--- src/rtl/pfrm_pkg.sv ---
// constants, field layouts and types of the power failure restart monitor
// assumes a single 100 MHz pclk and the APB slave in pfrm_power_failure_monitor
package pfrm_pkg;

    // ==================================================================
    // geometry
    localparam int unsigned NUM_DRIVES = 4;
    localparam int unsigned NUM_DEV_IN = 4;
    localparam int unsigned ADDR_W     = 8;
    localparam int unsigned TIME_W     = 15;
    localparam int unsigned TICK_W     = 24;

    // ==================================================================
    // timing
    localparam int unsigned CLK_PERIOD_NS   = 10;
    localparam int unsigned STEP_NS         = 100_000_000;
    localparam int unsigned TICK_CYCLES_DEF = STEP_NS / CLK_PERIOD_NS;
    // multipliers into 0.1 s steps
    localparam logic [TIME_W-1:0] BAND0_MUL   = 15'h0001;
    localparam logic [TIME_W-1:0] BAND1_MUL   = 15'h000a;
    localparam logic [TIME_W-1:0] BAND2_MUL   = 15'h0064;
    localparam logic [TIME_W-1:0] RESTART_MUL = 15'h000a;

    // ==================================================================
    // register offsets
    localparam logic [ADDR_W-1:0] OFS_CTRL     = 8'h00;
    localparam logic [ADDR_W-1:0] OFS_PF_TIME  = 8'h04;
    localparam logic [ADDR_W-1:0] OFS_RESTART  = 8'h08;
    localparam logic [ADDR_W-1:0] OFS_CMD      = 8'h0c;
    localparam logic [ADDR_W-1:0] OFS_STATUS   = 8'h10;
    localparam logic [ADDR_W-1:0] OFS_IRQ_STAT = 8'h14;
    localparam logic [ADDR_W-1:0] OFS_IRQ_MASK = 8'h18;

    // ==================================================================
    // field positions
    localparam int unsigned CTRL_TYPE_BIT = 0;
    localparam int unsigned CTRL_SRC_LSB  = 1;
    localparam int unsigned CTRL_COMM_BIT = 4;
    localparam int unsigned PF_BAND_LSB   = 8;
    localparam int unsigned CMD_RESET_BIT = 0;
    localparam int unsigned ST_OUTAGE_BIT = 0;
    localparam int unsigned ST_DELAY_BIT  = 1;
    localparam int unsigned ST_FAULT_BIT  = 2;
    localparam int unsigned ST_LOSS_BIT   = 3;
    localparam int unsigned ST_CONT_LSB   = 4;
    localparam int unsigned ST_SAVED_LSB  = 8;
    localparam int unsigned EV_OUTAGE     = 0;
    localparam int unsigned EV_RESTORE    = 1;
    localparam int unsigned EV_FAULT      = 2;
    localparam int unsigned NUM_EV        = 3;

    // ==================================================================
    // reset values and encodings
    localparam logic [2:0]        SRC_COMM_BIT = 3'h4;
    localparam logic [7:0]        RST_PF_VALUE = 8'h00;
    localparam logic [1:0]        RST_PF_BAND  = 2'h0;
    localparam logic [7:0]        RST_RESTART  = 8'h00;
    localparam logic [1:0]        BAND_TENTHS  = 2'h0;
    localparam logic [1:0]        BAND_SECONDS = 2'h1;

    typedef enum logic [1:0] {
        ST_NORMAL,
        ST_OUTAGE,
        ST_DELAY,
        ST_FAULT
    } pfrm_state_e;

endpackage : pfrm_pkg

--- src/rtl/pfrm_tick.sv ---
// 0.1 s step enable for the monitor timers
// assumes pclk at the rate that TICK_CYCLES is derived from
`timescale 1ns/1ps
module pfrm_tick
    import pfrm_pkg::*;
#(
    parameter int unsigned TICK_CYCLES = TICK_CYCLES_DEF
) (
    input  wire logic pclk,
    input  wire logic presetn,
    input  wire logic restart,
    output logic      tick
);

    // ==================================================================
    // divider
    localparam logic [TICK_W-1:0] LAST = TICK_W'(TICK_CYCLES - 1);

    logic [TICK_W-1:0] cnt;
    logic [TICK_W-1:0] next_cnt;

    // restart realigns the step so a timer never loses up to one step at start
    always_comb begin
        if (restart || cnt == LAST) begin
            next_cnt = '0;
        end else begin
            next_cnt = cnt + TICK_W'(1);
        end
    end

    always_ff @(posedge pclk or negedge presetn) begin
        if (!presetn) begin
            cnt <= '0;
        end else begin
            cnt <= next_cnt;
        end
    end

    assign tick = !restart && cnt == LAST;

endmodule : pfrm_tick

--- src/rtl/pfrm_timer.sv ---
// step counter compared with a limit given in 0.1 s steps
// assumes a one-cycle step enable and a clear pulse before each run
`timescale 1ns/1ps
module pfrm_timer
    import pfrm_pkg::*;
(
    input  wire logic              pclk,
    input  wire logic              presetn,
    input  wire logic              clear,
    input  wire logic              run,
    input  wire logic              tick,
    input  wire logic [TIME_W-1:0] limit,
    output logic                   expired
);

    // ==================================================================
    // counter
    logic [TIME_W-1:0] cnt;
    logic [TIME_W-1:0] next_cnt;

    always_comb begin
        next_cnt = cnt;
        if (clear) begin
            next_cnt = '0;
        end else if (run && tick && !expired) begin
            next_cnt = cnt + TIME_W'(1);
        end
    end

    always_ff @(posedge pclk or negedge presetn) begin
        if (!presetn) begin
            cnt <= '0;
        end else begin
            cnt <= next_cnt;
        end
    end

    // a zero limit counts as expired at once
    assign expired = cnt >= limit;

endmodule : pfrm_timer

--- src/rtl/pfrm_power_failure_monitor.sv ---
// power failure restart monitor: apb registers, outage sequencer, interrupt
// assumes synchronous inputs on pclk, an apb3 master and a buffered own supply
`timescale 1ns/1ps
module pfrm_power_failure_monitor
    import pfrm_pkg::*;
#(
    parameter int unsigned TICK_CYCLES = TICK_CYCLES_DEF
) (
    input  wire logic                  pclk,
    input  wire logic                  presetn,
    input  wire logic                  psel,
    input  wire logic                  penable,
    input  wire logic                  pwrite,
    input  wire logic [ADDR_W-1:0]     paddr,
    input  wire logic [31:0]           pwdata,
    output logic      [31:0]           prdata,
    output logic                       pready,
    output logic                       pslverr,
    input  wire logic [NUM_DEV_IN-1:0] device_inputs,
    input  wire logic [NUM_DRIVES-1:0] run_cmd,
    output logic      [NUM_DRIVES-1:0] contactor_outputs,
    output logic                       fault_latched,
    output logic                       irq
);

    // ==================================================================
    // functions
    function automatic logic addr_mapped(input logic [ADDR_W-1:0] a);
        addr_mapped = a == OFS_CTRL || a == OFS_PF_TIME || a == OFS_RESTART ||
                      a == OFS_CMD || a == OFS_STATUS || a == OFS_IRQ_STAT ||
                      a == OFS_IRQ_MASK;
    endfunction : addr_mapped

    function automatic logic [TIME_W-1:0] pf_limit(input logic [1:0] band,
                                                   input logic [7:0] value);
        logic [TIME_W-1:0] v;
        v = {7'h00, value};
        case (band)
            BAND_TENTHS:  pf_limit = TIME_W'(v * BAND0_MUL);
            BAND_SECONDS: pf_limit = TIME_W'(v * BAND1_MUL);
            default:      pf_limit = TIME_W'(v * BAND2_MUL);
        endcase
    endfunction : pf_limit

    // ==================================================================
    // register state
    logic                  ctrl_type;
    logic [2:0]            src_sel;
    logic                  comm_loss;
    logic [7:0]            pf_value;
    logic [1:0]            pf_band;
    logic [7:0]            restart_sec;
    logic [NUM_EV-1:0]     irq_stat;
    logic [NUM_EV-1:0]     irq_mask;
    logic [31:0]           rdata;

    logic                  next_ctrl_type;
    logic [2:0]            next_src_sel;
    logic                  next_comm_loss;
    logic [7:0]            next_pf_value;
    logic [1:0]            next_pf_band;
    logic [7:0]            next_restart_sec;
    logic [NUM_EV-1:0]     next_irq_stat;
    logic [NUM_EV-1:0]     next_irq_mask;
    logic [31:0]           next_rdata;

    // sequencer state
    pfrm_state_e           state;
    pfrm_state_e           next_state;
    logic [NUM_DRIVES-1:0] run_q;
    logic [NUM_DRIVES-1:0] next_run_q;
    logic [NUM_DRIVES-1:0] saved;
    logic [NUM_DRIVES-1:0] next_saved;

    logic                  wr_en;
    logic                  rd_setup;
    logic                  reset_cmd;
    logic                  src_level;
    logic                  loss_now;
    logic                  pf_clear;
    logic                  dly_clear;
    logic                  tick;
    logic                  pf_expired;
    logic                  dly_expired;
    logic [NUM_EV-1:0]     events;
    logic [31:0]           status_word;

    // ==================================================================
    // apb handshake: zero wait states, read data captured in the setup cycle
    assign pready   = 1'b1;
    assign pslverr  = psel && penable && !addr_mapped(paddr);
    assign wr_en    = psel && penable && pwrite;
    assign rd_setup = psel && !penable && !pwrite;
    assign prdata   = rdata;
    assign reset_cmd = wr_en && paddr == OFS_CMD && pwdata[CMD_RESET_BIT];

    // ==================================================================
    // activation source
    always_comb begin
        if (src_sel == SRC_COMM_BIT) begin
            src_level = comm_loss;
        end else if (src_sel < SRC_COMM_BIT) begin
            src_level = device_inputs[src_sel[1:0]];
        end else begin
            src_level = 1'b0;
        end
    end

    // with monitoring off the input is ignored entirely
    assign loss_now = ctrl_type && src_level;

    // ==================================================================
    // status word
    always_comb begin
        status_word = '0;
        status_word[ST_OUTAGE_BIT] = state == ST_OUTAGE;
        status_word[ST_DELAY_BIT]  = state == ST_DELAY;
        status_word[ST_FAULT_BIT]  = state == ST_FAULT;
        status_word[ST_LOSS_BIT]   = loss_now;
        status_word[ST_CONT_LSB +: NUM_DRIVES]  = contactor_outputs;
        status_word[ST_SAVED_LSB +: NUM_DRIVES] = saved;
    end

    // ==================================================================
    // register file
    always_comb begin
        next_ctrl_type   = ctrl_type;
        next_src_sel     = src_sel;
        next_comm_loss   = comm_loss;
        next_pf_value    = pf_value;
        next_pf_band     = pf_band;
        next_restart_sec = restart_sec;
        next_irq_mask    = irq_mask;
        next_irq_stat    = irq_stat;
        next_rdata       = rdata;
        if (wr_en) begin
            case (paddr)
                OFS_CTRL: begin
                    next_ctrl_type = pwdata[CTRL_TYPE_BIT];
                    next_src_sel   = pwdata[CTRL_SRC_LSB +: 3];
                    next_comm_loss = pwdata[CTRL_COMM_BIT];
                end
                OFS_PF_TIME: begin
                    next_pf_value = pwdata[7:0];
                    next_pf_band  = pwdata[PF_BAND_LSB +: 2];
                end
                OFS_RESTART: begin
                    next_restart_sec = pwdata[7:0];
                end
                OFS_IRQ_STAT: begin
                    next_irq_stat = irq_stat & ~pwdata[NUM_EV-1:0];
                end
                OFS_IRQ_MASK: begin
                    next_irq_mask = pwdata[NUM_EV-1:0];
                end
                default: begin
                end
            endcase
        end
        // a new event wins over a write-one clear in the same cycle
        next_irq_stat = next_irq_stat | events;
        if (rd_setup) begin
            case (paddr)
                OFS_CTRL:     next_rdata = {27'h0, comm_loss, src_sel, ctrl_type};
                OFS_PF_TIME:  next_rdata = {22'h0, pf_band, pf_value};
                OFS_RESTART:  next_rdata = {24'h0, restart_sec};
                OFS_STATUS:   next_rdata = status_word;
                OFS_IRQ_STAT: next_rdata = {29'h0, irq_stat};
                OFS_IRQ_MASK: next_rdata = {29'h0, irq_mask};
                default:      next_rdata = 32'h0000_0000;
            endcase
        end
    end

    always_ff @(posedge pclk or negedge presetn) begin
        if (!presetn) begin
            ctrl_type   <= 1'b0;
            src_sel     <= 3'h0;
            comm_loss   <= 1'b0;
            pf_value    <= RST_PF_VALUE;
            pf_band     <= RST_PF_BAND;
            restart_sec <= RST_RESTART;
            irq_stat    <= '0;
            irq_mask    <= '0;
            rdata       <= 32'h0000_0000;
        end else begin
            ctrl_type   <= next_ctrl_type;
            src_sel     <= next_src_sel;
            comm_loss   <= next_comm_loss;
            pf_value    <= next_pf_value;
            pf_band     <= next_pf_band;
            restart_sec <= next_restart_sec;
            irq_stat    <= next_irq_stat;
            irq_mask    <= next_irq_mask;
            rdata       <= next_rdata;
        end
    end

    assign irq = |(irq_stat & irq_mask);

    // ==================================================================
    // outage sequencer
    always_comb begin
        next_state = state;
        next_run_q = run_q;
        next_saved = saved;
        pf_clear   = 1'b0;
        dly_clear  = 1'b0;
        events     = '0;
        case (state)
            ST_NORMAL: begin
                if (loss_now) begin
                    next_saved = run_q;
                    next_run_q = '0;
                    pf_clear   = 1'b1;
                    next_state = ST_OUTAGE;
                    events[EV_OUTAGE] = 1'b1;
                end else begin
                    next_run_q = run_cmd;
                end
            end
            ST_OUTAGE: begin
                // a return seen in the cycle of expiry still counts as in time
                if (!loss_now) begin
                    if (restart_sec == 8'h00) begin
                        next_run_q = saved;
                        next_state = ST_NORMAL;
                        events[EV_RESTORE] = 1'b1;
                    end else begin
                        dly_clear  = 1'b1;
                        next_state = ST_DELAY;
                    end
                end else if (pf_expired) begin
                    next_run_q = '0;
                    next_saved = '0;
                    next_state = ST_FAULT;
                    events[EV_FAULT] = 1'b1;
                end
            end
            ST_DELAY: begin
                if (loss_now) begin
                    pf_clear   = 1'b1;
                    next_state = ST_OUTAGE;
                    events[EV_OUTAGE] = 1'b1;
                end else if (dly_expired) begin
                    next_run_q = saved;
                    next_state = ST_NORMAL;
                    events[EV_RESTORE] = 1'b1;
                end
            end
            ST_FAULT: begin
                next_run_q = '0;
                // after the reset the drives follow run_cmd again from the next cycle; saved is not restored
                if (reset_cmd && !loss_now) begin
                    next_state = ST_NORMAL;
                end
            end
            default: begin
                next_run_q = '0;
                next_state = ST_NORMAL;
            end
        endcase
    end

    always_ff @(posedge pclk or negedge presetn) begin
        if (!presetn) begin
            state <= ST_NORMAL;
            run_q <= '0;
            saved <= '0;
        end else begin
            state <= next_state;
            run_q <= next_run_q;
            saved <= next_saved;
        end
    end

    // combinational gate so the drop needs no clock edge
    assign contactor_outputs = run_q & {NUM_DRIVES{!loss_now}};
    assign fault_latched     = state == ST_FAULT;

    // ==================================================================
    // timers share one step divider; they never run at the same time
    pfrm_tick #(
        .TICK_CYCLES (TICK_CYCLES)
    ) u_tick (
        .pclk    (pclk),
        .presetn (presetn),
        .restart (pf_clear || dly_clear),
        .tick    (tick)
    );

    pfrm_timer u_pf_timer (
        .pclk    (pclk),
        .presetn (presetn),
        .clear   (pf_clear),
        .run     (state == ST_OUTAGE),
        .tick    (tick),
        .limit   (pf_limit(pf_band, pf_value)),
        .expired (pf_expired)
    );

    pfrm_timer u_dly_timer (
        .pclk    (pclk),
        .presetn (presetn),
        .clear   (dly_clear),
        .run     (state == ST_DELAY),
        .tick    (tick),
        .limit   (TIME_W'({7'h00, restart_sec} * RESTART_MUL)),
        .expired (dly_expired)
    );

endmodule : pfrm_power_failure_monitor

--- config.mk ---
export PLATFORM = sky130hd
export DESIGN_NAME = pfrm_power_failure_monitor
export DESIGN_NICKNAME = d
export VERILOG_FILES = /design/src/rtl/pfrm_pkg.sv /design/src/rtl/pfrm_tick.sv /design/src/rtl/pfrm_timer.sv /design/src/rtl/pfrm_power_failure_monitor.sv
export SDC_FILE = /design/constraint.sdc
export NUM_CORES = 1
export LEC_CHECK = 0
export BUFFER_PORTS_ARGS = -buffer_cell sky130_fd_sc_hd__buf_2
export CAP_MARGIN = 30
export CORE_ASPECT_RATIO = 1.2
export CORE_MARGIN = 4
export CORE_UTILIZATION = 35
export DETAILED_ROUTE_END_ITERATION = 12
export PLACE_DENSITY_LB_ADDON = 0.2
export SETUP_SLACK_MARGIN = 0.05
export SLEW_MARGIN = 20
export SYNTH_ARGS = -nofsm -noshare
export SYNTH_HDL_FRONTEND = slang
export SYNTH_SLANG_ARGS = --single-unit
--- constraint.sdc ---
create_clock -name pclk -period 7.3 [get_ports pclk]
set_clock_uncertainty 0.05 [all_clocks]
set_input_delay 1.095 -clock pclk [delete_from_list [all_inputs] [get_ports pclk]]
set_output_delay 1.095 -clock pclk [all_outputs]
set_load 0.01 [all_outputs]
# Word-level counts from Yosys, hierarchy flattened
# Index checks and enable logic that the tools add are counted.
# W data, S select, Z words.
op_classes:
  multipliers: 3
  n_mux: 44
  add_sub_neg: 3
  n_bitwise: 5
  magnitude_cmp: 4
  eq_ne: 21
  reduce_logical: 45
ops:
  columns: ["cell", "count"]
  rows:
  - ["$pmux W12 S6", 1]
  - ["$mux W15", 4]
  - ["$mux W4", 8]
  - ["$add A15 B1 Y15 const B", 2]
  - ["$pmux W15 S2", 1]
  - ["$add A24 B1 Y24 const B", 1]
  - ["$eq A24 B24 Y1 const B", 1]
  - ["$eq A8 B5 Y1 const B", 3]
  - ["$mux W24", 1]
  - ["$mul A8 B3 Y11 const B", 2]
  - ["$eq A8 B4 Y1 const B", 2]
  - ["$logic_not A8 Y1", 2]
  - ["$pmux W4 S4", 1]
  - ["$ge A15 B12 Y1", 1]
  - ["$ge A15 B15 Y1", 1]
  - ["$mux W1", 15]
  - ["$logic_and A1 B1 Y1", 14]
  - ["$mux W2", 7]
  - ["$mul A8 B5 Y13 const B", 1]
  - ["$reduce_and A4 Y1", 3]
  - ["$ne A2 B2 Y1 const B", 5]
  - ["$ne A3 B3 Y1 const B", 3]
  - ["$eq A8 B3 Y1 const B", 1]
  - ["$logic_or A1 B1 Y1", 8]
  - ["other kinds (21)", 37]
word_totals:
  output_inout_bits: 40
  inputBits: 53
  wordCells: 140
  register_bits: 125

# Logic depth before layout (Yosys ltp)
# Gate-level depths: netlist of the first run.
depth:
  depth_word: 14
  mapped_depth: 18
  depth_no_buf: 18

# Modules after synthesis
# Synthesis of the first run repeated with hierarchy kept, for this count alone.
unflattened:
  cells_unflattened: 871
  area_unflattened_um2: 7962.6
modules_own_cells:
  columns: ["mod", "seq_area_each_um2", "cells_per_inst", "n_inst", "area_each_um2"]
  rows:
  - ["pfrm_power_failure_monitor", 1276.2, 465, 1, 4327.9]
  - ["pfrm_tick", 600.6, 134, 1, 1257.5]
  - ["pfrm_timer (u_pf_timer)", 375.4, 137, 1, 1191.1]
  - ["pfrm_timer (u_dly_timer)", 375.4, 135, 1, 1186.1]

# Worst setup path before layout of the first run
# Ideal clock, no wire load.
synth_timing:
  kind: "register to register"
  startpoint: "register pf_value[2]"
  endpoint: "register run_q[0]"
  period_less_slack_ns: 4.941
  setup_slack_ns: 2.359
  setup_ns: 0.125
  required_ns: 7.125
  arrival_time_ns: 4.766
  stages_incl_launch_ff: 18
  path_buffers: 0
  cell_sequence: "dfrtp_1 > ha_1 > ha_1 > fa_1 > ha_1 > nor2b_1 > o21ai_0 > a21boi_0 > o21a_1 > o41ai_1 > mux2_2 > ha_1 > o21ai_0 > o21bai_1 > a21oi_1 > a21oi_1 > o311ai_0 > mux2_2"
synth_via:
  elab_chain_cells: 5
  elab_cells_between_ends: 6
  cone_classes: "mul (2); order compare (1); eq/ne (1); mux (1); reduce/logical (1)"
synth_lines:
  columns: ["element", "line", "text"]
  rows:
  - ["from (decl)", "pfrm_power_failure_monitor.sv:50", "logic [7:0] pf_value;"]
  - ["from (signal assigned)", "pfrm_power_failure_monitor.sv:190", "pf_value <= next_pf_value;"]
  - ["$mul A8 B3 Y11 or $mul A8 B5 Y13 (tied branches)", "pfrm_power_failure_monitor.sv:40, pfrm_power_failure_monitor.sv:41", null]
  - ["$pmux W15 S2 (*)", "pfrm_power_failure_monitor.sv:38", "case (band)"]
  - ["$ge A15 B15 Y1 (*)", "pfrm_timer.sv:39", "assign expired = cnt >= limit;"]
  - ["$ne A3 B3 Y1 (no line) (*)", null, null]
  - ["$reduce_and A4 Y1 (no line) (*)", null, null]
  - ["to (signal assigned)", "pfrm_power_failure_monitor.sv:272", "run_q <= next_run_q;"]
  - ["to (decl)", "pfrm_power_failure_monitor.sv:70", "logic [NUM_DRIVES-1:0] run_q;"]
# Every way passes the cells marked *; elsewhere a longest branch is shown, timed or not.
# A chain may end at the register's enable or synchronous reset.

# Final worst setup path of the first run
layout_timing:
  startpoint: "register pf_value[2]"
  endpoint: "register run_q[2]"
# The elaborated chain is that of the path after synthesis.

==> results of run 1 <==
logic make-up (layout without fill, tap and decap cells):
group                      after synthesis  count (layout)
and+or+nand+nor                        279             279
AOI/OAI and AO/OA                      161             161
DFF                                    105             105
adders and majority gates               91              91
buffers and inverters                   91             109
muxes                                   58              58
xor gates and xnor gates                36              36
other                                    2              21
power by group through the flow:
stage               Sequential, W  Clock (W)  Combinational [W]
finish                   0.000670   0.000513           0.000273
global route             0.000676   0.000551           0.000308
CTS                      0.000669   0.000531           0.000275
detailed placement       0.000681          0           0.000275
global placement         0.000680          0           0.000271
floorplan                0.000662          0           0.000200
Yosys cell counts (20+ instances only):
| library cell | number |
|---|---|
| xor2_1 | 20 |
| buf_4 | 21 |
| nor2_1 | 59 |
| ha_1 | 86 |
| nand2_1 | 62 |
| mux2i_1 | 20 |
| nand3_1 | 37 |
| a21oi_1 | 44 |
| inv_1 | 37 |
| dfrtp_1 | 105 |
| mux2_2 | 37 |
| clkbuf_1 | 27 |
| o21ai_0 | 21 |
layout make-up:
type / instances / area share [%]
multi-input cells: 646 / 55.9
well taps: 274 / 4.05
clock inverters: 7 / 0.976
flip-flops and latches: 105 / 31.0
repair buffers: 56 / 3.68
clock buffers: 9 / 2.66
inverters: 37 / 1.64
layer usage:
| layer | vias up | GRT usage [%] | share of wire (%) |
|---|---|---|---|
| met5 | - | 0 | 0 |
| met1 | 2929 | 19.2 | 45 |
| met3 | 22 | 2.40 | 3.4 |
| met2 | 117 | 27.3 | 51 |
| met4 | 0 | 3.64 | 1.4 |
| li1 | 3010 | - | - |
cell usage in the layout (no fill, tap or decap), types with 9 or more instances in the layout:
cell / instances
buf_2: 48
nand3_1: 37
or4_1: 13
ha_1: 86
inv_1: 37
mux2i_1: 20
a22o_1: 9
dfrtp_1: 105
nand2_1: 62
conb_1: 21
a22oi_1: 9
a21oi_1: 44
a21o_1: 10
nor2_1: 59
clkbuf_16: 9
o31ai_1: 17
nand2b_1: 16
mux2_2: 37
nand4_1: 13
and3_1: 15
xnor2_1: 16
xor2_1: 20
nor3_1: 17
o21ai_0: 21
nor2b_1: 10
worst max-delay path, cell delays in order (launching register included):
cell and delay, ns:
dfrtp_1 0.52, ha_1 0.35, ha_1 0.31, fa_1 0.46, ha_1 0.34, nor2b_1 0.14
o21ai_0 0.19, a21boi_0 0.15, nor3_1 0.22, a31oi_1 0.08, ha_1 0.32, inv_1 0.06
o22ai_1 0.05, a2111oi_0 0.71, a21oi_1 0.31, o311ai_0 0.56, buf_1 0.24, mux2_2 0.35
registers in the layout, summed over array words and instances, names as in the netlist:
register	flops
irq_stat	3
src_sel	3
prdata	12
state	2
run_q	4
pf_band	2
u_dly_timer.cnt	15
u_pf_timer.cnt	15
pf_value	8
comm_loss	1
saved	4
ctrl_type	1
irq_mask	3
restart_sec	8
u_tick.cnt	24
worst max-delay path by stage:
stage	startpoint	end	slack (ns)	depth (start not counted)
after floorplan	pf_value[2]	run_q[0]	2.36	17
after global placement	pf_value[2]	run_q[0]	1.49	17
after detailed placement	pf_value[2]	run_q[2]	1.75	17
after CTS	pf_value[2]	run_q[2]	1.71	17
after global routing	pf_value[2]	run_q[0]	1.23	17
final	pf_value[2]	run_q[2]	1.76	17
stage by stage:
step / setup slack, ns / cells / power (W) / area [sq um] / hold WS, ns
after floorplan: 2.36 / 842 / 0.000862 / 7790 / 0.415
after global placement: 1.49 / 1114 / 0.000952 / 8110 / 0.408
after detailed placement: 1.75 / 1115 / 0.000956 / 8120 / 0.405
after CTS: 1.71 / 1131 / 0.00148 / 8430 / 0.424
after global routing: 1.23 / 1134 / 0.00153 / 8460 / 0.452
final: 1.76 / 1134 / 0.00146 / 8460 / 0.422
==> reports/results.txt, run 1 <==
outcome -> complete, no violations
CTS tree -> done
Distinct cells, synth -> 66
core footprint -> 21,700 sq um
worst hold path class -> flop to flop
cell leakage power -> 4.12 nW
final worst path period need -> 5.54 ns
worst hold start -> prdata[9]
CTS Buffer Depth -> 2
Final nets -> 999
internal power -> 0.00101 W
adder-cell share of the synthesized area -> 15.2%
Max Fclk -> 0.180 GHz
row count -> 59
# resized after CTS -> 0
Root Buffer -> clkbuf_16
Util after Layout -> 39.0%
global-route wire length before repair -> 30,100 um
Die Wd -> 144 um
fraction of layout cells with a size suffix above 1 -> 14.1%
RR Startpoint -> pf_value[2]
Die Height -> 171 um
setup violators final -> 0
Clk pwr share -> 35.2%
synthesized-area fraction occupied by and/or/nand/nor cells -> 18.6%
Die Footprint -> 24,500 sq um
Critical Path Fanout Max -> 8
Final ANT Viol Nets -> 0
drt drc -> 0
Num CTS Buffers -> 9
WL/cell -> 16.4 um
post-CTS setup repair buffer count -> 0
largest family of logic cells by synthesized area -> simple AND/OR/NAND/NOR gates
aggregate global routing overflow -> 0
largest net degree at the start of global routing -> 67
Seq/Total Area, Yosys -> 34.0%
mapped cell area -> 7720 sq um
Slew @ Worst Pin -> 0.913 ns
Synth warnings -> 0
Avg Inst Size Synth -> 9.38 sq um
Routed WL -> 18,600 um
Gate power share -> 18.8%
initial core utilization -> 35.6%
R2R depth -> 17
all-layer global routing usage -> 15.2%
multiplexer share of the synthesized area -> 8.28%
Hold Path Cell Cnt -> 2
Switching Share -> 30.7%
number of synthesized flops with an enable pin -> 0
fraction of registers with async set/reset -> 100%
multi-input logic area -> 4730 sq um
final hold violation count -> 0
critical path arrival -> 5.73 ns
Post-Synth XOR/XNOR Area -> 4.08%
clk sinks -> 105
unrepaired setup endpoints after global routing -> false
Synth top area share -> 34.0%
Required @ worst endpoint -> 7.49 ns
n_diodes -> 0
via count -> 6,078
Via density -> 5.36
end of the worst register-to-register path -> run_q[2]
share of power burned in registers -> 46.0%
maximum vdd drop -> 0.127 mV
Switching Power -> 0.000448 W
clock transition at the registers of the reported paths -> 0.08 ns
WS Path Type -> flop to flop
IO Count -> 93
Post-CTS Hold Buffers -> 0
fillers -> 2,247
Slew Limit Headroom -> 39.0%
Layout area overhead -> 9.61%
RePlAce Congestion -> 0.781
Slew Viols, Final -> 0
Setup crit start kind -> flop
ys flop type -> dfrtp_1
Compound-Gate Fraction of Synth Area -> 14.0%
H-tree Lvls -> 3
number of synthesized register bits -> 105
Synth area leaders -> dfrtp_1 34%, ha_1 14%, mux2_2 5.4%
leading area contributor after synthesis -> dfrtp_1
Sequential Area -> 2630 sq um
Tcrit/Tclk final -> 75.9%
Post-DP HPWL -> 14,000 um
Cell Pwr Density -> 172 nW/um^2
vias in the first global route -> 5,826
Synth Instances -> 823
WHS Endpoint -> prdata[9]
I/O Buffers -> 49
max_cap viols -> 0
initial antenna violation count -> 0
R2R Setup Slk -> 1.76 ns
CP Capture Type -> flop
Iteration-0 DRC Markers -> 298
latest clock arrival within the worst-skew pair -> 0.35 ns
Pre-Repair DR Iteration Count -> 4
Final TNS setup -> 0 ns
Note: power is estimated with default switching activity, not from simulation.
==> run 2, diff against run 1 <==
- clock period: 7.3 -> 5.49 ns (I/O delays scaled with it)
==> run 2 against run 1 <==
Net effect:
- die area unchanged
- final area increased by 1.3%
- combinational power increased by 34%
- clock-buffer cell count stayed put
- routed wire length increased by 0.57%
- maximum frequency grew 7.6%
- critical path depth is the same
- worst hold slack improved by 0.0012 ns
- total power rose by 36%
- largest power group unchanged
==> reports/results.txt, run 2 (synthesis results as in run 1) <==
outcome -> complete, no violations
aggregate global routing overflow -> 0
all-layer global routing usage -> 15.4%
Pre-Repair DR Iteration Count -> 4
Util after Layout -> 39.5%
largest net degree at the start of global routing -> 63
WL/cell -> 16.3 um
via count -> 6,065
Iteration-0 DRC Markers -> 332
IO Count -> 93
most flop-heavy register -> u_tick.cnt
Root Buffer -> clkbuf_16
Post-DP HPWL -> 14,300 um
Num CTS Buffers -> 9
n_diodes -> 0
Via density -> 5.30
commonest non-fill, non-tap cells in the layout -> 105 x dfrtp_1, 86 x ha_1, 62 x nand2_1
biggest regs -> u_tick.cnt (24), u_dly_timer.cnt (15), u_pf_timer.cnt (15)
Switching Power -> 0.000595 W
Layout area overhead -> 11.1%
I/O Buffers -> 49
CTS Buffer Depth -> 2
Gate power share -> 18.4%
Die Wd -> 144 um
Die Height -> 171 um
commonest non-fill, non-tap cell in the layout -> dfrtp_1
Slew Limit Headroom -> 36.8%
global-route wire length before repair -> 30,400 um
Slew @ Worst Pin -> 0.945 ns
worst hold path class -> flop to flop
initial antenna violation count -> 0
setup violators final -> 0
vias in the first global route -> 5,904
WS Path Type -> flop to flop
pre-CTS WS -> 0.192 ns
Max Fclk -> 0.194 GHz
share of power burned in registers -> 44.6%
max reg flops -> 24
CP Launch Point -> pf_value[2]
initial core utilization -> 35.6%
Clk pwr share -> 37.0%
Worst path top cell family by delay -> compound AO/OA/AOI/OAI gates
internal power -> 0.00139 W
Final nets -> 1,010
final setup margin -> 0.340 ns
clock transition at the registers of the reported paths -> 0.08 ns
Setup crit start kind -> flop
Cell Chain, Critical Path -> ha_1 -> ha_1 -> fa_1 -> ha_1 -> a21oi_1 -> o21ai_0 -> a2111oi_1 -> or3_1 -> mux2_2 -> ha_1 -> o21ai_0 -> o21bai_1 -> a21oi_1 -> a21oi_1 -> o311ai_2 -> buf_1 -> mux2_2
RR Startpoint -> pf_value[2]
max_cap viols -> 0
Switching Share -> 30.0%
Die Footprint -> 24,500 sq um
crit path max-delay cell type -> fa_1
Slew Viols, Final -> 0
drt drc -> 0
Hold Slack -> 0.424 ns
clk sinks -> 105
Required @ worst endpoint -> 5.68 ns
worst hold start -> prdata[9]
maximum vdd drop -> 0.163 mV
final worst path period need -> 5.15 ns
cell leakage power -> 4.19 nW
Worst Path Buf+Inv -> 1
latest clock arrival within the worst-skew pair -> 0.35 ns
H-tree Lvls -> 3
final hold violation count -> 0
Routed WL -> 18,700 um
Final ANT Viol Nets -> 0
Tcrit/Tclk final -> 93.8%
core footprint -> 21,700 sq um
most used cell, CP -> ha_1
CTS tree -> done
row count -> 59
CP Capture Type -> flop
Cell Pwr Density -> 231 nW/um^2
RePlAce Congestion -> 0.806
critical path arrival -> 5.34 ns
fraction of layout cells with a size suffix above 1 -> 15.6%
unrepaired setup endpoints after global routing -> true
Critical Path Fanout Max -> 3
slowest stage delay, CP -> 0.47 ns
run 2: layout make-up:
cell class	instances	area [sq um]
multi-input combinational	646	4760
fill	2185	13100
clock buffer	9	225
tap	274	343
timing repair buffer	67	374
sequential	105	2630
clock inverter	7	109
inverter	37	139
run 2: timing repair:
item                       CTS  global route
setup endpoints to repair    0             7
resized for setup            0             6
setup buffers                0             0
hold buffers                 0             0
run 2: through the flow:
step / std cells / power [W] / TNS [ns] / area [sq um]
2_1_floorplan: 842 / 0.00115 / 0 / 7790
3_3_place_gp: 1126 / 0.00127 / -0.132 / 8200
3_5_place_dp: 1127 / 0.00127 / 0 / 8210
4_1_cts: 1143 / 0.00201 / 0 / 8540
5_1_grt: 1145 / 0.00210 / -0.0283 / 8580
6_report: 1145 / 0.00198 / 0 / 8580
run 2: power by group through the flow:
| stage | Sequential, W | Combinational [W] | Clock, W |
|---|---|---|---|
| after detailed placement | 0.000902 | 0.000368 | 0 |
| after CTS | 0.000887 | 0.000369 | 0.000755 |
| after global routing | 0.000896 | 0.000409 | 0.000792 |
| final | 0.000886 | 0.000365 | 0.000734 |
| after global placement | 0.000903 | 0.000364 | 0 |
| after floorplan | 0.000880 | 0.000266 | 0 |
run 2: per-layer routing:
layer	track usage [%]	vias up	wire, um
met5	0	-	0
met4	5.24	0	401
met3	2.10	24	649
met2	26.2	99	9090
met1	20.0	2892	8520
li1	-	3050	-
run 2: worst paths after layout:
| kind | endpoint | slack (ns) | cells past startpoint |
|---|---|---|---|
| setup / recovery | run_q[1] | 0.34 | 17 |
| hold / removal | prdata[9] | 0.42 | 2 |
| setup reg to reg | run_q[1] | 0.34 | 17 |
| hold reg to reg | prdata[9] | 0.42 | 2 |
| max in group asynchronous | restart_sec[1] | 3.78 | 2 |
| min in group asynchronous | u_dly_timer.cnt[5] | 0.53 | 1 |
run 2: worst reg2reg max path, delay by kind of cell, from the launching register on:
kind            cells  cell delay (ns)
simple gates        1             0.19
compound gates      8             1.73
buf+inv             1             0.23
mux                 2             0.69
flops               1             0.42
fa+ha+maj           5             1.72
